## config.mk

```make
export PLATFORM = sky130hd
export DESIGN_NAME = serial_port
export DESIGN_NICKNAME = d
export VERILOG_FILES = /design/src/rtl/serial_fifo.v /design/src/rtl/serial_baud_gen.v /design/src/rtl/serial_port.v
export VERILOG_INCLUDE_DIRS = /design/src /design/src/common
export SDC_FILE = /design/constraint.sdc
export NUM_CORES = 1
export LEC_CHECK = 0
export BUFFER_PORTS_ARGS = -buffer_cell sky130_fd_sc_hd__buf_2
export CAP_MARGIN = 10
export CORE_MARGIN = 2
export CORE_UTILIZATION = 30
export CTS_CLUSTER_DIAMETER = 100
export DETAILED_ROUTE_END_ITERATION = 12
export HOLD_SLACK_MARGIN = 0.03
export PLACE_DENSITY = 0.53
export SLEW_MARGIN = 40
export SYNTH_ARGS = -nofsm -noshare
export SYNTH_HDL_FRONTEND = slang
export SYNTH_SLANG_ARGS = --single-unit
```

## constraint.sdc

```tcl
create_clock -name clk_i -period 7.1 [get_ports clk_i]
set_input_delay 1.42 -clock clk_i [delete_from_list [all_inputs] [get_ports clk_i]]
set_output_delay 1.42 -clock clk_i [all_outputs]
set_load 0.03 [all_outputs]
```

## src/common/serial_port_defines.vh

```
// Constants for the asynchronous serial port: field positions, reset values, counts.
// Included by bare name from every design file of the port.
`ifndef SERIAL_PORT_DEFINES_VH
`define SERIAL_PORT_DEFINES_VH

// Control register bit positions
`define CTL_MODULE_EN 0
`define CTL_HSE 5
`define CTL_EOT 4
`define CTL_TXE 8
`define CTL_RXE 9
`define CTL_RESET 10'h300

// Line settings fields
`define LCR_PEN 1
`define LCR_EPS 2
`define LCR_STP2 3
`define LCR_WLEN_LO 5
`define LCR_WLEN_HI 6

// Interrupt source bit positions
`define IRQ_RX 4
`define IRQ_TX 5
`define IRQ_RT 6
`define IRQ_FE 7
`define IRQ_PE 8
`define IRQ_BE 9
`define IRQ_OE 10
`define IRQ_W 11

// Receive status bits beside the character
`define RST_FE 8
`define RST_PE 9
`define RST_BE 10
`define RST_OE 11

// Timing counts
`define TICKS_16X 5'h10
`define TICKS_8X 5'h08
`define TIMEOUT_BITS 6'h20
`define FIFO_DEPTH 16

`endif

```

## src/rtl/serial_fifo.v

```verilog
// Synchronous FIFO with valid/ready on both sides.
// Assumes one clock; push and pop may coincide.
`timescale 1ns/100ps
`default_nettype none
`include "serial_port_defines.vh"
module serial_fifo #(
    parameter WIDTH = 8,
    parameter DEPTH = `FIFO_DEPTH,
    parameter AW = 4
)
(
    input wire clk_i,
    input wire reset_i,
    input wire in_valid_i,
    output wire in_ready_o,
    input wire [WIDTH-1:0] in_data_i,
    output wire out_valid_o,
    input wire out_ready_i,
    output wire [WIDTH-1:0] out_data_o,
    output wire [AW:0] level_o
);
    reg [WIDTH-1:0] mem_q [0:DEPTH-1];
    reg [AW-1:0] wr_q;
    reg [AW-1:0] rd_q;
    reg [AW:0] cnt_q;
    wire push;
    wire pop;
    assign in_ready_o = (cnt_q != DEPTH);
    assign out_valid_o = (cnt_q != 0);
    assign push = in_valid_i & in_ready_o;
    assign pop = out_valid_o & out_ready_i;
    assign out_data_o = mem_q[rd_q];
    assign level_o = cnt_q;
    always @(posedge clk_i)
    begin
        if (push)
        begin
            mem_q[wr_q] <= in_data_i;
        end
        if (reset_i)
        begin
            wr_q <= {AW{1'b0}};
            rd_q <= {AW{1'b0}};
            cnt_q <= {(AW+1){1'b0}};
        end
        else
        begin
            if (push)
            begin
                wr_q <= wr_q + 1'b1;
            end
            if (pop)
            begin
                rd_q <= rd_q + 1'b1;
            end
            if (push & ~pop)
            begin
                cnt_q <= cnt_q + 1'b1;
            end
            else if (pop & ~push)
            begin
                cnt_q <= cnt_q - 1'b1;
            end
        end
    end
endmodule
`default_nettype wire

```

## src/rtl/serial_baud_gen.v

```verilog
// Fractional baud generator: one-cycle tick at 16x or 8x the baud rate.
// Divisor is integer plus sixty-fourths; zero integer part halts ticks.
`timescale 1ns/100ps
`default_nettype none
`include "serial_port_defines.vh"
module serial_baud_gen (
    input wire clk_i,
    input wire reset_i,
    input wire run_i,
    input wire [15:0] div_int_i,
    input wire [5:0] div_frac_i,
    output reg tick_o
);
    // Count in 1/64 system clocks so the fraction accumulates exactly
    reg [21:0] acc_q;
    wire [21:0] step;
    wire [21:0] div_full;
    assign div_full = {div_int_i, div_frac_i};
    assign step = 22'h000040;
    always @(posedge clk_i)
    begin
        if (reset_i | ~run_i | (div_int_i == 16'h0000))
        begin
            acc_q <= 22'h000000;
            tick_o <= 1'b0;
        end
        else if (acc_q + step >= div_full)
        begin
            acc_q <= acc_q + step - div_full;
            tick_o <= 1'b1;
        end
        else
        begin
            acc_q <= acc_q + step;
            tick_o <= 1'b0;
        end
    end
endmodule
`default_nettype wire

```

## src/rtl/serial_port.v

```verilog
// Asynchronous serial port: transmitter, receiver, 16-entry FIFOs, interrupts.
// Assumes inputs synchronous to clk_i; control bits arrive as plain ports.
`timescale 1ns/100ps
`default_nettype none
`include "serial_port_defines.vh"
module serial_port #(
    parameter DEPTH = `FIFO_DEPTH
)
(
    input wire clk_i,
    input wire reset_i,
    input wire [9:0] ctl_wdata_i,
    input wire ctl_we_i,
    input wire [15:0] integer_divisor_i,
    input wire [5:0] fraction_divisor_i,
    input wire [7:0] line_settings_i,
    input wire line_settings_we_i,
    input wire [2:0] transmit_level_select_i,
    input wire [2:0] receive_level_select_i,
    input wire [10:0] source_mask_bits_i,
    input wire [10:0] interrupt_clear_i,
    input wire interrupt_clear_we_i,
    input wire [7:0] tx_data_i,
    input wire tx_valid_i,
    output reg tx_ready_o,
    input wire rx_ready_i,
    output reg rx_valid_o,
    output reg [11:0] rx_data_o,
    input wire serial_receive_input_i,
    output reg serial_transmit_output_o,
    output reg busy_o,
    output reg [10:0] raw_status_o,
    output reg [10:0] masked_status_o,
    output reg irq_o,
    output reg [9:0] ctl_o
);
    localparam TX_IDLE = 4'b0001;
    localparam TX_START = 4'b0010;
    localparam TX_BITS = 4'b0100;
    localparam TX_STOP = 4'b1000;
    localparam RX_IDLE = 4'b0001;
    localparam RX_START = 4'b0010;
    localparam RX_BITS = 4'b0100;
    localparam RX_STOP = 4'b1000;

    reg [9:0] ctl_q;
    reg [29:0] shadow_q;
    wire tick;
    wire high_speed_sampling_select = ctl_q[`CTL_HSE];
    wire en = ctl_q[`CTL_MODULE_EN];
    wire [4:0] ovs = high_speed_sampling_select ? `TICKS_8X : `TICKS_16X;
    wire pen = shadow_q[`LCR_PEN];
    wire eps = shadow_q[`LCR_EPS];
    wire stp2 = shadow_q[`LCR_STP2];
    wire [3:0] nbits = {2'b00, shadow_q[`LCR_WLEN_HI:`LCR_WLEN_LO]} + 4'h5;

    // Control and the 30-bit shadow of divisor plus line settings
    always @(posedge clk_i)
    begin
        if (reset_i)
        begin
            ctl_q <= `CTL_RESET;
            shadow_q <= 30'h00000000;
        end
        else
        begin
            if (ctl_we_i)
            begin
                ctl_q <= ctl_wdata_i;
            end
            if (line_settings_we_i)
            begin
                shadow_q <= {integer_divisor_i, fraction_divisor_i, line_settings_i};
            end
        end
    end

    // Stays running while a character is in flight, so disable waits for it
    reg tx_active_q;
    reg rx_active_q;
    serial_baud_gen baud_u (
        .clk_i(clk_i),
        .reset_i(reset_i),
        .run_i(en | tx_active_q | rx_active_q),
        .div_int_i(shadow_q[29:14]),
        .div_frac_i(shadow_q[13:8]),
        .tick_o(tick)
    );

    wire txf_ready;
    wire txf_valid;
    wire [7:0] txf_data;
    wire [4:0] txf_level;
    reg txf_pop;
    serial_fifo #(.WIDTH(8), .DEPTH(DEPTH), .AW(4)) tx_fifo_u (
        .clk_i(clk_i),
        .reset_i(reset_i),
        .in_valid_i(tx_valid_i),
        .in_ready_o(txf_ready),
        .in_data_i(tx_data_i),
        .out_valid_o(txf_valid),
        .out_ready_i(txf_pop),
        .out_data_o(txf_data),
        .level_o(txf_level)
    );

    reg [11:0] rx_word;
    reg rxf_push;
    wire rxf_ready;
    wire rxf_valid;
    wire [11:0] rxf_data;
    wire [4:0] rxf_level;
    wire rxf_pop = rxf_valid & rx_ready_i & ~rx_valid_o;
    serial_fifo #(.WIDTH(12), .DEPTH(DEPTH), .AW(4)) rx_fifo_u (
        .clk_i(clk_i),
        .reset_i(reset_i),
        .in_valid_i(rxf_push),
        .in_ready_o(rxf_ready),
        .in_data_i(rx_word),
        .out_valid_o(rxf_valid),
        .out_ready_i(rxf_pop),
        .out_data_o(rxf_data),
        .level_o(rxf_level)
    );

    // Transmitter
    reg [3:0] tx_st_q;
    reg [4:0] tx_tk_q;
    reg [3:0] tx_n_q;
    reg [8:0] tx_sh_q;
    reg tx_par_q;
    reg tx_stop2_q;
    reg tx_done;
    wire tx_bit_end = tick & (tx_tk_q == ovs - 5'h01);
    always @*
    begin
        txf_pop = (tx_st_q == TX_IDLE) & txf_valid & en & ctl_q[`CTL_TXE];
    end
    always @(posedge clk_i)
    begin
        tx_done <= 1'b0;
        if (reset_i)
        begin
            tx_st_q <= TX_IDLE;
            tx_tk_q <= 5'h00;
            tx_n_q <= 4'h0;
            tx_sh_q <= 9'h000;
            tx_par_q <= 1'b0;
            tx_stop2_q <= 1'b0;
            tx_active_q <= 1'b0;
            serial_transmit_output_o <= 1'b1;
        end
        else
        begin
            if (tick)
            begin
                tx_tk_q <= tx_bit_end ? 5'h00 : tx_tk_q + 5'h01;
            end
            case (tx_st_q)
                TX_IDLE:
                begin
                    serial_transmit_output_o <= 1'b1;
                    tx_tk_q <= 5'h00;
                    if (txf_pop)
                    begin
                        tx_sh_q <= {1'b0, txf_data};
                        tx_par_q <= ~eps;
                        tx_n_q <= 4'h0;
                        tx_stop2_q <= stp2;
                        tx_active_q <= 1'b1;
                        tx_st_q <= TX_START;
                        serial_transmit_output_o <= 1'b0;
                    end
                end
                TX_START:
                begin
                    if (tx_bit_end)
                    begin
                        tx_st_q <= TX_BITS;
                        serial_transmit_output_o <= tx_sh_q[0];
                        tx_par_q <= tx_par_q ^ tx_sh_q[0];
                    end
                end
                TX_BITS:
                begin
                    if (tx_bit_end)
                    begin
                        tx_n_q <= tx_n_q + 4'h1;
                        tx_sh_q <= {1'b0, tx_sh_q[8:1]};
                        if (tx_n_q + 4'h1 < nbits)
                        begin
                            serial_transmit_output_o <= tx_sh_q[1];
                            tx_par_q <= tx_par_q ^ tx_sh_q[1];
                        end
                        else if (pen & (tx_n_q + 4'h1 == nbits))
                        begin
                            serial_transmit_output_o <= tx_par_q;
                        end
                        else
                        begin
                            serial_transmit_output_o <= 1'b1;
                            tx_st_q <= TX_STOP;
                        end
                    end
                end
                TX_STOP:
                begin
                    if (tx_bit_end)
                    begin
                        if (tx_stop2_q)
                        begin
                            tx_stop2_q <= 1'b0;
                        end
                        else
                        begin
                            tx_st_q <= TX_IDLE;
                            tx_active_q <= 1'b0;
                            tx_done <= 1'b1;
                        end
                    end
                end
                default:
                begin
                    tx_st_q <= TX_IDLE;
                end
            endcase
        end
    end

    // Receiver
    reg [3:0] rx_st_q;
    reg [4:0] rx_tk_q;
    reg [3:0] rx_n_q;
    reg [7:0] rx_sh_q;
    reg rx_par_q;
    reg rx_zero_q;
    reg rx_prev_q;
    reg [5:0] rt_bits_q;
    reg [4:0] rt_tk_q;
    wire [4:0] half = {1'b0, ovs[4:1]};
    wire rx_sample = tick & (rx_tk_q == ovs - 5'h01);
    always @(posedge clk_i)
    begin
        rxf_push <= 1'b0;
        if (reset_i)
        begin
            rx_st_q <= RX_IDLE;
            rx_tk_q <= 5'h00;
            rx_n_q <= 4'h0;
            rx_sh_q <= 8'h00;
            rx_par_q <= 1'b0;
            rx_zero_q <= 1'b0;
            rx_prev_q <= 1'b1;
            rx_active_q <= 1'b0;
            rx_word <= 12'h000;
        end
        else
        begin
            rx_prev_q <= serial_receive_input_i;
            if (tick)
            begin
                rx_tk_q <= rx_sample ? 5'h00 : rx_tk_q + 5'h01;
            end
            case (rx_st_q)
                RX_IDLE:
                begin
                    rx_tk_q <= 5'h00;
                    if (en & ctl_q[`CTL_RXE] & rx_prev_q & ~serial_receive_input_i)
                    begin
                        rx_st_q <= RX_START;
                        rx_active_q <= 1'b1;
                    end
                end
                RX_START:
                begin
                    if (tick & (rx_tk_q == half - 5'h01))
                    begin
                        rx_tk_q <= 5'h00;
                        if (serial_receive_input_i)
                        begin
                            rx_st_q <= RX_IDLE;
                            rx_active_q <= 1'b0;
                        end
                        else
                        begin
                            rx_st_q <= RX_BITS;
                            rx_n_q <= 4'h0;
                            rx_par_q <= ~eps;
                            rx_zero_q <= 1'b1;
                        end
                    end
                end
                RX_BITS:
                begin
                    if (rx_sample)
                    begin
                        rx_n_q <= rx_n_q + 4'h1;
                        rx_zero_q <= rx_zero_q & ~serial_receive_input_i;
                        rx_par_q <= rx_par_q ^ serial_receive_input_i;
                        if (rx_n_q < nbits)
                        begin
                            rx_sh_q <= {serial_receive_input_i, rx_sh_q[7:1]};
                        end
                        if (rx_n_q + 4'h1 == nbits + {3'b000, pen})
                        begin
                            rx_st_q <= RX_STOP;
                        end
                    end
                end
                RX_STOP:
                begin
                    if (rx_sample)
                    begin
                        rx_st_q <= RX_IDLE;
                        rx_active_q <= 1'b0;
                        rxf_push <= 1'b1;
                        rx_word <= {~rxf_ready,
                            rx_zero_q & ~serial_receive_input_i,
                            pen & rx_par_q,
                            ~serial_receive_input_i,
                            rx_sh_q >> (4'h8 - nbits)};
                    end
                end
                default:
                begin
                    rx_st_q <= RX_IDLE;
                end
            endcase
        end
    end

    // Level conditions: select 0..4 is 1/8,1/4,1/2,3/4,7/8 of depth
    function [4:0] lvl;
        input [2:0] sel;
        begin
            case (sel)
                3'h0: lvl = 5'h02;
                3'h1: lvl = 5'h04;
                3'h2: lvl = 5'h08;
                3'h3: lvl = 5'h0C;
                default: lvl = 5'h0E;
            endcase
        end
    endfunction

    wire tx_cond = ctl_q[`CTL_EOT] ? (tx_done & ~txf_valid)
        : (txf_level <= lvl(transmit_level_select_i));
    wire rx_cond = rxf_level >= lvl(receive_level_select_i);
    wire rt_hit = (rt_bits_q == `TIMEOUT_BITS - 6'h01) & tick & (rt_tk_q == ovs - 5'h01);

    // Timeout counter restarts on each received character
    always @(posedge clk_i)
    begin
        if (reset_i | rxf_push | ~rxf_valid)
        begin
            rt_bits_q <= 6'h00;
            rt_tk_q <= 5'h00;
        end
        else if (tick & (rt_bits_q != `TIMEOUT_BITS))
        begin
            rt_tk_q <= (rt_tk_q == ovs - 5'h01) ? 5'h00 : rt_tk_q + 5'h01;
            if (rt_tk_q == ovs - 5'h01)
            begin
                rt_bits_q <= rt_bits_q + 6'h01;
            end
        end
    end

    reg [10:0] set_v;
    reg [10:0] clr_v;
    reg [10:0] raw_d;
    always @*
    begin
        set_v = 11'h000;
        set_v[`IRQ_RX - 4] = 1'b0;
        set_v[`IRQ_RX] = rx_cond;
        set_v[`IRQ_TX] = tx_cond;
        set_v[`IRQ_RT] = rt_hit;
        set_v[`IRQ_FE] = rxf_push & rx_word[`RST_FE];
        set_v[`IRQ_PE] = rxf_push & rx_word[`RST_PE];
        set_v[`IRQ_BE] = rxf_push & rx_word[`RST_BE];
        set_v[`IRQ_OE] = rxf_push & rx_word[`RST_OE];
        clr_v = interrupt_clear_we_i ? interrupt_clear_i : 11'h000;
        clr_v[`IRQ_RT] = clr_v[`IRQ_RT] | ~rxf_valid;
        raw_d = (raw_status_o & ~clr_v) | set_v;
    end

    // Outputs all registered; set wins over a same-cycle clear
    always @(posedge clk_i)
    begin
        if (reset_i)
        begin
            raw_status_o <= 11'h000;
            masked_status_o <= 11'h000;
            irq_o <= 1'b0;
            busy_o <= 1'b0;
            tx_ready_o <= 1'b0;
            rx_valid_o <= 1'b0;
            rx_data_o <= 12'h000;
            ctl_o <= `CTL_RESET;
        end
        else
        begin
            raw_status_o <= raw_d;
            masked_status_o <= raw_d & source_mask_bits_i;
            irq_o <= |(raw_d & source_mask_bits_i);
            busy_o <= txf_valid | tx_valid_i | tx_active_q | txf_pop;
            tx_ready_o <= txf_ready & ~(tx_valid_i & (txf_level == DEPTH - 1));
            ctl_o <= ctl_q;
            if (rxf_pop)
            begin
                rx_valid_o <= 1'b1;
                rx_data_o <= rxf_data;
            end
            else if (rx_valid_o & rx_ready_i)
            begin
                rx_valid_o <= 1'b0;
            end
        end
    end
endmodule
`default_nettype wire

```

== Word level (Yosys, flattened, before mapping) ==
Memory sizes are Yosys's and may differ from the RTL's. A register that Yosys moved wholly into a read port is not among the register bits.
Cells that the tools add are included.
Storage, ports and cells
  flip-flop bits (word level): 201
  memory bits (writable): 320
  input port bits: 84
  output and inout bits: 49
  word-level logic and storage cells: 284
  memories: 2
Cells by class
  add/subtract/negate cells: 21
  $lt $le $gt $ge: 5
  equal/unequal tests: 40
  shift operators: 1
  multiplexer cells: 83
  bitwise logic cells: 65
  reductions and logical operators: 29
Memories
  rx_fifo_u.mem_q: words 16, bits a word 12, rd ports 1, clocked after Yosys merged registers in 1, wr ports 1, RTL line serial_fifo.v:22  | reg [WIDTH-1:0] mem_q [0:DEPTH-1];
  tx_fifo_u.mem_q: words 16, bits a word 8, rd ports 1, clocked after Yosys merged registers in 1, wr ports 1, RTL line serial_fifo.v:22
Operators with widths (count)
  2-to-1 mux 4 bit: 19
  one-hot mux 4 bit (4 select lines): 4
  2-to-1 mux 5 bit: 10
  2-to-1 mux 1 bit: 34
  bitwise AND 1 bit: 33
  != test 2 bit (second input constant): 14
  adder 5 x 1 -> 5 bit (second input constant): 5
  adder 4 x 1 -> 4 bit (second input constant): 6
  adder 22 x 7 -> 22 bit (second input constant): 1
  bitwise AND 11 bit: 2
  >= comparator 22 bit: 1
  2-to-1 mux 22 bit: 1
  subtractor 22 bit: 1
  == test 5 bit: 4
  2-to-1 mux 9 bit: 2
  one-hot mux 9 bit (2 select lines): 1
  logical NOT 16 bit: 1
  one-hot mux 4 bit (2 select lines): 2
  NOT 1 bit: 15
  AND reduction 5 bit: 3
  subtractor 5 x 1 -> 5 bit (second input constant): 3
  == test 3 x 2 -> 1 bit (second input constant): 4
  AND reduction 3 bit: 4
  nonzero test 2 bit: 6
  other kinds (38): 68

== Longest topological paths before layout ==
Gate-level depths: netlist of run 1.
  word-level depth: 8
  depth in mapped cells: 15
  depth with buffers taken out: 14

== By module ==
From an unflattened synthesis of run 1, not the netlist that was laid out.
Second synthesis, totals
  cell total of the unflattened synthesis: 1789
  area, all modules: 23264.8 um2
Modules (own cells, without submodules)
  serial_fifo (rx_fifo_u): times used 1, cells an instance 405, area an instance 8126.5 um2, seq. area each 6105.9 um2
  serial_port: times used 1, cells an instance 761, area an instance 6971.7 um2, seq. area each 3203.1 um2
  serial_fifo (tx_fifo_u): times used 1, cells an instance 309, area an instance 5769.3 um2, seq. area each 4184.0 um2
  serial_baud_gen: times used 1, cells an instance 314, area an instance 2397.3 um2, seq. area each 460.4 um2

== Worst setup path before layout of run 1 ==
No wires, ideal clock.
  path kind: input to register
  from: input port rx_ready_i
  to: register rx_fifo_u.cnt_q[4], in the netlist rx_fifo_u.level_o[4]
  library setup time: 0.070 ns
  arrival: 3.571 ns
  data required time: 7.030 ns
  setup slack: 3.458 ns
  cell stages on the path: 12
  buffers on the path: 1
  cell sequence: nand2_1 > nor2_1 > inv_1 > clkbuf_1 > ha_1 > inv_1 > ha_1 > a21o_1 > a21oi_1 > xnor2_1 > or3_1 > a21oi_1
Between the ends
  word-level cells in the longest chain between the ends: 6
  elaborated cells between the ends (all ways): 8
  those cells by class: mux: 1; bitwise: 6; reduce/logical: 1
RTL lines
  start, declared: RTL line serial_port.v:26  | input wire rx_ready_i,
  bitwise AND 1 bit * (2 in a row): RTL line serial_port.v:113  | wire rxf_pop = rxf_valid & rx_ready_i & ~rx_valid_o;
  bitwise AND 1 bit *: RTL line serial_fifo.v:31  | assign pop = out_valid_o & out_ready_i;
  NOT 1 bit: RTL line serial_fifo.v:56  | if (push & ~pop)
  bitwise AND 1 bit: RTL line serial_fifo.v:56
  2-to-1 mux 5 bit or nonzero test 2 bit (tied branches)
  end signal, assigned: RTL line serial_fifo.v:44  | cnt_q <= {(AW+1){1'b0}};
  end signal, assigned: RTL line serial_fifo.v:58  | cnt_q <= cnt_q + 1'b1;
  end signal, assigned: RTL line serial_fifo.v:62  | cnt_q <= cnt_q - 1'b1;
  end, declared: RTL line serial_fifo.v:25  | reg [AW:0] cnt_q;
Every way passes the cells marked *; elsewhere a longest branch is shown, timed or not.
A chain may end at the register's enable or synchronous reset.

== Final worst setup path of run 1 ==
  from: register baud_u.acc_q[8]
  to: register baud_u.acc_q[5]
Between the ends
  word-level cells in the longest chain between the ends: 3
RTL lines
  start, declared: RTL line serial_baud_gen.v:15  | reg [21:0] acc_q;
  start signal, assigned: RTL line serial_baud_gen.v:29  | acc_q <= acc_q + step - div_full;
  start signal, assigned: RTL line serial_baud_gen.v:34  | acc_q <= acc_q + step;
  adder 22 x 7 -> 22 bit: RTL line serial_baud_gen.v:27  | else if (acc_q + step >= div_full)
  >= comparator 22 bit: RTL line serial_baud_gen.v:27
  2-to-1 mux 22 bit: RTL line serial_baud_gen.v:27
No other way between the ends.

==> results of run 1 <==
flip-flops by register name, summed over array words and instances, names as in the netlist, 6 cells and up, named ones only:
register / flops
rx_data_o: 12
rx_sh_q: 8
ctl_o: 10
rx_fifo_u.mem_q: 192
raw_status_o: 11
tx_sh_q: 8
rx_word: 12
shadow_q: 27
masked_status_o: 11
tx_fifo_u.mem_q: 128
baud_u.acc_q: 22
ctl_q: 10
rt_bits_q: 6
layer usage:
metal / vias to the layer above / wire length [microns] / track usage, %
li1: 6694 / - / -
met1: 7067 / 22300 / 16.5
met2: 264 / 25700 / 23.1
met3: 98 / 2190 / 2.52
met4: 8 / 1190 / 3.65
met5: - / 49 / 0
placed cells by master (no fill, tap or decap), types with 10 or more instances in the layout:
cell | netlist | layout
nand2b_1 | 13 | 13
nand3_1 | 28 | 28
xor2_1 | 40 | 40
mux2i_1 | 69 | 69
o21ai_0 | 35 | 35
inv_1 | 55 | 55
nor2_1 | 213 | 193
clkbuf_16 | 0 | 59
dfxtp_1 | 213 | 207
nor2_2 | 0 | 11
buf_4 | 3 | 13
a21oi_1 | 78 | 78
nor2b_1 | 16 | 16
clkinvlp_4 | 0 | 10
nor3_1 | 36 | 31
clkinv_2 | 0 | 13
clkinv_1 | 1 | 10
and3_1 | 13 | 13
mux4_2 | 105 | 105
buf_2 | 9 | 127
edfxtp_1 | 320 | 320
a311oi_1 | 12 | 12
ha_1 | 63 | 63
nand4_1 | 20 | 20
nor4_1 | 12 | 12
a211oi_1 | 15 | 15
and2_1 | 11 | 11
xnor2_1 | 33 | 33
nand2_1 | 125 | 125
layout make-up:
cell class | count | area (sq um)
Clock inverter | 48 | 513
Inverter | 56 | 210
Sequential cell | 533 | 13900
Fill cell | 7279 | 49000
Timing Repair Buffer | 143 | 767
Clock buffer | 64 | 1510
Multi-Input combinational cell | 1061 | 8590
Tap cell | 978 | 1220
Antenna cell | 1 | 2.50
cells by family (layout without fill, tap and decap cells):
group	after synthesis	after routing	synth area share, %
flops	533	533	60.7
fa+ha+maj	67	67	3.80
simple gates	527	527	10.6
mux	175	175	13.4
compound gates	219	219	6.26
xor+xnor	73	73	2.80
other cells	0	1	0
buf+inv	141	311	2.45
through the flow:
stage,total power (uW),std cells
6_report,9230,2884
5_1_grt,9760,2884
4_1_cts,9340,2883
3_5_place_dp,6180,2771
3_3_place_gp,6130,2771
2_1_floorplan,5600,1735
power breakdown:
group / internal, uW / switching [uW]
registers: 3430 / 159
clock network: 1810 / 1310
logic: 1080 / 1440
critical path, delay by kind of cell (launching register included):
| kind | cells | cell delay (ps) |
|---|---|---|
| compound gates | 2 | 880 |
| xor+xnor | 1 | 260 |
| fa+ha+maj | 1 | 460 |
| flops | 1 | 390 |
| mux | 1 | 270 |
| simple gates | 7 | 1490 |
worst paths after layout:
check / startpoint / to / depth (start not counted)
hold reg to reg: rx_data_o[10] / rx_data_o[10] / 2
setup reg to reg: baud_u.acc_q[8] / baud_u.acc_q[5] / 12
hold / removal: rx_data_o[10] / rx_data_o[10] / 2
setup / recovery: baud_u.acc_q[8] / baud_u.acc_q[5] / 12
==> metrics.csv, run 1 <==
stage,metric,value,unit
floorplanning,io_pins,133,
worst_setup_path,worst-endpoint-arrival,4400,ps
synth,async_reset_ff_share,0,%
worst_setup_path,worst_path_largest_cell_delay,540,ps
clock_tree,cts_buffer_depth,3,
detailed_routing,wire_per_inst,17.8,microns
detailed_routing,finalWirelength,51400,microns
sta,fin_setup_tns,0,ps
placement,postPlaceCellArea,0.0246,sq mm
cells_and_area,drive_gt1_share,20.8,%
clock_tree,clkLatencyLatePin,650,ps
synth,synthCells,1735,
floorplanning,die_area,0.0784,sq mm
sta,timing.hold.ws,454,ps
flow_run,drv_cap,0,
synth,yosysMostFrequentCell,edfxtp_1,
global_route,grtUsageTotal,13.2,%
sta,finalSetupViolations,0,
cells_and_area,area_growth,16.8,%
synth,synth_common_cells,"edfxtp_1 (320), dfxtp_1 (213), nor2_1 (213)",
power_and_ir_drop,power_per_cell_area,346,mW/mm^2
synth,synth_area_leaders,"edfxtp_1 (42%), dfxtp_1 (19%), mux4_2 (10%)",
sta,slew_headroom,42.7,%
power_and_ir_drop,power.ir.vdd_worst,0.201,mV
worst_setup_path,cp.required,7590,ps
synth,synth-edff-count,320,
clock_tree,cts_hold_buf,0,
sta,hold_violations,0,
synth,ys_seq_elements,533,
synth,syn_area_per_cell,13.2,sq um
synth,netlist_area,0.0229,sq mm
sta,skew,43.0,ps
detailed_routing,ant_nets,0,
global_route,grt_max_degree,92,
placement,dp_slack,3010,ps
placement,io_buffers,129,
worst_setup_path,startpoint_type,flip-flop,
clock_tree,post-cts-setup-buffer-count,0,
worst_setup_path,regToRegSetupSlack,3190,ps
clock_tree,root_buffer,clkbuf_16,
worst_hold_path,hp-class,reg2reg,
clock_tree,cts_buffers,59,
clock_tree,cts.sinks,533,
global_route,grt_pass1_wl,81600,microns
detailed_routing,vias_per_cell,4.90,
synth,ys_warn_count,0,
worst_setup_path,critPathMaxFanout,22,
sta,fin_crit_sh,55.1,%
global_route,grt_antenna_before_repair,5,
detailed_routing,initialDrtViolationCount,905,
floorplanning,die_h,280,microns
floorplanning,die_w,280,microns
global_route,grt_pass1_vias,14400,
power_and_ir_drop,leakagePower,0.00932,uW
synth,yosysTopAreaCell,edfxtp_1,
sta,fin_ws,3190,ps
worst_setup_path,crit_path_top_delay_cell,a211o_2,
sta,period_needed,3910,ps
placement,hpwlAfterDp,33700,microns
synth,ys_types,70,
sta,tightest_slew,837,ps
floorplanning,start_util,30.2,%
clock_tree,h-tree-depth,2,
worst_setup_path,path_class,reg2reg,
clock_tree,cts_tree,done,
detailed_routing,first_pass_iters,5,
worst_setup_path,worst_setup_path_end_kind,flip-flop,
clock_tree,clk_pin_slew_worst_paths,60,ps
detailed_routing,drc,0,
global_route,grt_overflow,0,
synth,synthFlopType,edfxtp_1,
sta,rsz0062_at_grt,false,
status,outcome,finished clean,
cells_and_area,final_area,0.0267,sq mm
placement,gp_congestion,0.814,
floorplanning,num_rows,101,
synth,synth.top_cell.area_share,42.0,%
cells_and_area,utilization,35.3,%
clock_tree,cts_resized,0,
worst_setup_path,crit_chain,"nand3_1, nor2_1, nand4_1, xnor2_1, ha_1, nand4_1, nor4_1, nand3_1, a31oi_1, a211o_2, mux2i_1, nor2_1",
sta,final_max_slew_viol_count,0,
synth,synth_seq_area_share,60.7,%
detailed_routing,vias,14100,
floorplanning,coreArea,0.0757,sq mm
synth,synthesis.nets,1886,
sta,fmax,256,MHz
cells_and_area,fin_nets,2005,
Power figures use the tool's default switching activity.
==> run 2: changes to the inputs <==
==> constraint.sdc (replaced) <==
create_clock -name clk_i -period 3.9 [get_ports clk_i]
set_input_delay 0.78 -clock clk_i [delete_from_list [all_inputs] [get_ports clk_i]]
set_output_delay 0.78 -clock clk_i [all_outputs]
set_load 0.03 [all_outputs]
==> run 2 against run 1 <==
Clock power is 86% higher; final cell count increased by 0.87%; hold slack lost 75 ps; design area rose by 0.63%; count of clock-buffer cells in the layout grew 17; combinational power increased by 85%; flip-flop and latch count unchanged; via count fell by 0.69%; global-route usage fell by 0.11 points; clock skew decreased by 20 ps; sequential power increased by 84%; critical path type unchanged; largest power group unchanged.
==> metrics.csv, run 2 (synthesis results as in run 1) <==
stage,metric,value,unit,change
floorplanning,start_util,30.2,%,unchanged
detailed_routing,first_pass_iters,5,,unchanged
worst_setup_path,cp.required,4450,ps,-3140 ps
worst_hold_path,hp-class,in2reg,,
clock_tree,cts.sinks,533,,unchanged
clock_tree,root_buffer,clkbuf_16,,
detailed_routing,wire_per_inst,17.5,microns,-1.7%
worst_setup_path,critPathMaxFanout,10,,-55%
sta,fin_setup_tns,0,ps,unchanged
sta,rsz0062_at_grt,false,,
cells_and_area,drive_gt1_share,21.0,%,+0.22 points
cells_and_area,final_area,0.0269,sq mm,+0.63%
power_and_ir_drop,power.ir.vdd_worst,0.391,mV,+94%
cells_and_area,n_fill_cell,7265,,-0.19%
worst_setup_path,startpoint_type,flip-flop,,
floorplanning,coreArea,0.0757,sq mm,unchanged
worst_setup_path,worst-endpoint-arrival,4080,ps,-320 ps
worst_setup_path,reg2reg_from,baud_u.acc_q[8],,
clock_tree,cts_tree,done,,
worst_setup_path,r2r_cells,14,,+2
flow_run,drv_cap,0,,unchanged
worst_setup_path,worst_setup_path_end_kind,flip-flop,,
cells_and_area,layout_commonest_cell,edfxtp_1,,
detailed_routing,vias_per_cell,4.82,,-1.5%
worst_setup_path,r2r_end,baud_u.acc_q[18],,
detailed_routing,met3_length,1980,microns,-9.6%
detailed_routing,vias,14000,,-0.69%
cells_and_area,fin_nets,2028,,+1.1%
global_route,grt_max_degree,87,,-5.4%
global_route,grtUsageTotal,13.1,%,-0.11 points
sta,fmax,283,MHz,+11%
cells_and_area,largest_reg_flops,192,,unchanged
power_and_ir_drop,leakagePower,0.00949,uW,+1.7%
sta,finalSetupViolations,0,,unchanged
detailed_routing,routed-wl-met2,25000,microns,-2.7%
placement,io_buffers,129,,unchanged
cells_and_area,final_cell_mix,"edfxtp_1 (320), dfxtp_1 (207), nor2_1 (196), buf_2 (127), nand2_1 (125)",,
floorplanning,num_rows,101,,unchanged
floorplanning,die_area,0.0784,sq mm,unchanged
sta,hold_violations,0,,unchanged
sta,slew_headroom,45.4,%,+2.6 points
sta,period_needed,3540,ps,-372 ps
worst_setup_path,crit_start,baud_u.acc_q[8],,
placement,hpwlAfterDp,34300,microns,+1.8%
global_route,grt_antenna_before_repair,5,,unchanged
floorplanning,die_h,280,microns,unchanged
cells_and_area,top_regs,"rx_fifo_u.mem_q (192), tx_fifo_u.mem_q (128), shadow_q (27)",,
floorplanning,io_pins,133,,unchanged
detailed_routing,finalWirelength,51000,microns,-0.84%
cells_and_area,layout.cells.non_filler,2909,,+0.87%
cells_and_area,utilization,35.5,%,+0.22 points
clock_tree,clk_pin_slew_worst_paths,60,ps,about the same
cells_and_area,area_growth,17.5,%,
floorplanning,die_w,280,microns,unchanged
sta,fin_crit_sh,90.7,%,+36 points
cells_and_area,top_register,rx_fifo_u.mem_q,,
sta,final_max_slew_viol_count,0,,unchanged
sta,tightest_slew,817,ps,-20.8 ps
global_route,grt_pass1_wl,80900,microns,-0.79%
clock_tree,clkLatencyLatePin,620,ps,-30 ps
detailed_routing,top_layer_used,met5,,
power_and_ir_drop,power_per_cell_area,635,mW/mm^2,+84%
clock_tree,cts_buffer_depth,3,,unchanged
worst_setup_path,endpoint,baud_u.acc_q[18],,
detailed_routing,initialDrtViolationCount,771,,-15%
sta,skew,23.0,ps,-20.0 ps
global_route,grt_pass1_vias,14400,,-0.49%
placement,gp_congestion,0.817,,+0.32%
detailed_routing,met1_length,22800,microns,+2.5%
placement,dp.cells,2794,,+0.83%
clock_tree,cts_buffers,59,,unchanged
worst_setup_path,regToRegSetupSlack,360,ps,-2830 ps
worst_setup_path,path_class,reg2reg,,
global_route,grt_overflow,0,,unchanged
clock_tree,h-tree-depth,2,,unchanged
detailed_routing,drc,0,,unchanged
placement,postPlaceCellArea,0.0248,sq mm,+0.69%
status,outcome,finished clean,,
detailed_routing,ant_nets,0,,unchanged
[run 2: cell types whose count changed in the layout (fill, tap and decap cells not counted), moves of 5 or more]
cell        change
buf_4          +21
clkbuf_1       +10
clkinvlp_4      -7
nor3_1          +5
[run 2: metal layers]
layer / vias to the layer above / track usage [%]
met3: 85 / 2.32
met1: 6965 / 16.7
met5: - / 0
met4: 4 / 3.61
met2: 208 / 22.6
li1: 6771 / -
[run 2: power breakdown]
group | total, uW | internal (uW) | switching [uW]
sequential | 6620 | 6250 | 365
clock | 5790 | 3500 | 2290
combinational | 4660 | 2090 | 2560
[run 2: layout make-up]
cell class,instances,area (sq um),area share [%]
multi-input combinational,1061,8520,31.7
sequential,533,13900,51.7
clock buffer,81,1610,6.00
tap,978,1220,4.56
clock inverter,31,427,1.59
inverter,56,210,0.783
timing repair buffer,166,973,3.62
antenna,3,7.51,0.0279
[run 2: worst max-delay path: stages (launching register included)]
cell and delay, ps:
dfxtp_1 390, nand3_1 130, nor2_1 170, nand4_1 320, nor2_1 250, xor2_1 120
ha_1 410, a21oi_1 140, o21ai_1 340, nand3_1 130, a31oi_1 230, a211oi_2 70
buf_4 200, or3_1 400, a21oi_1 150
[run 2: stage by stage]
stage | hold slack [ps] | setup slack, ps | total power (uW)
global placement | 442 | 376 | 11300
global route | 349 | 69.4 | 18000
floorplan | 431 | 748 | 10200
detailed placement | 444 | 289 | 11400
finish | 380 | 363 | 17100
CTS | 328 | 244 | 17300
[run 2: repair_timing]
| action | 4_1_cts | 5_1_grt |
|---|---|---|
| gates resized for setup | 0 | 2 |
| endpoints found under the setup margin | 0 | 19 |
| hold buffers | 0 | 0 |
| buffers inserted | 0 | 0 |
[run 2: worst min path at each step]
| stage | from | endpoint | cells past startpoint |
|---|---|---|---|
| after floorplan | shadow_q[3] | tx_stop2_q | 2 |
| after global placement | rx_data_o[4] | rx_data_o[4] | 2 |
| after CTS | source_mask_bits_i[3] | masked_status_o[3] | 2 |
| after detailed placement | rx_data_o[7] | rx_data_o[7] | 2 |
| after global routing | source_mask_bits_i[3] | masked_status_o[3] | 2 |
| final | source_mask_bits_i[3] | masked_status_o[3] | 2 |
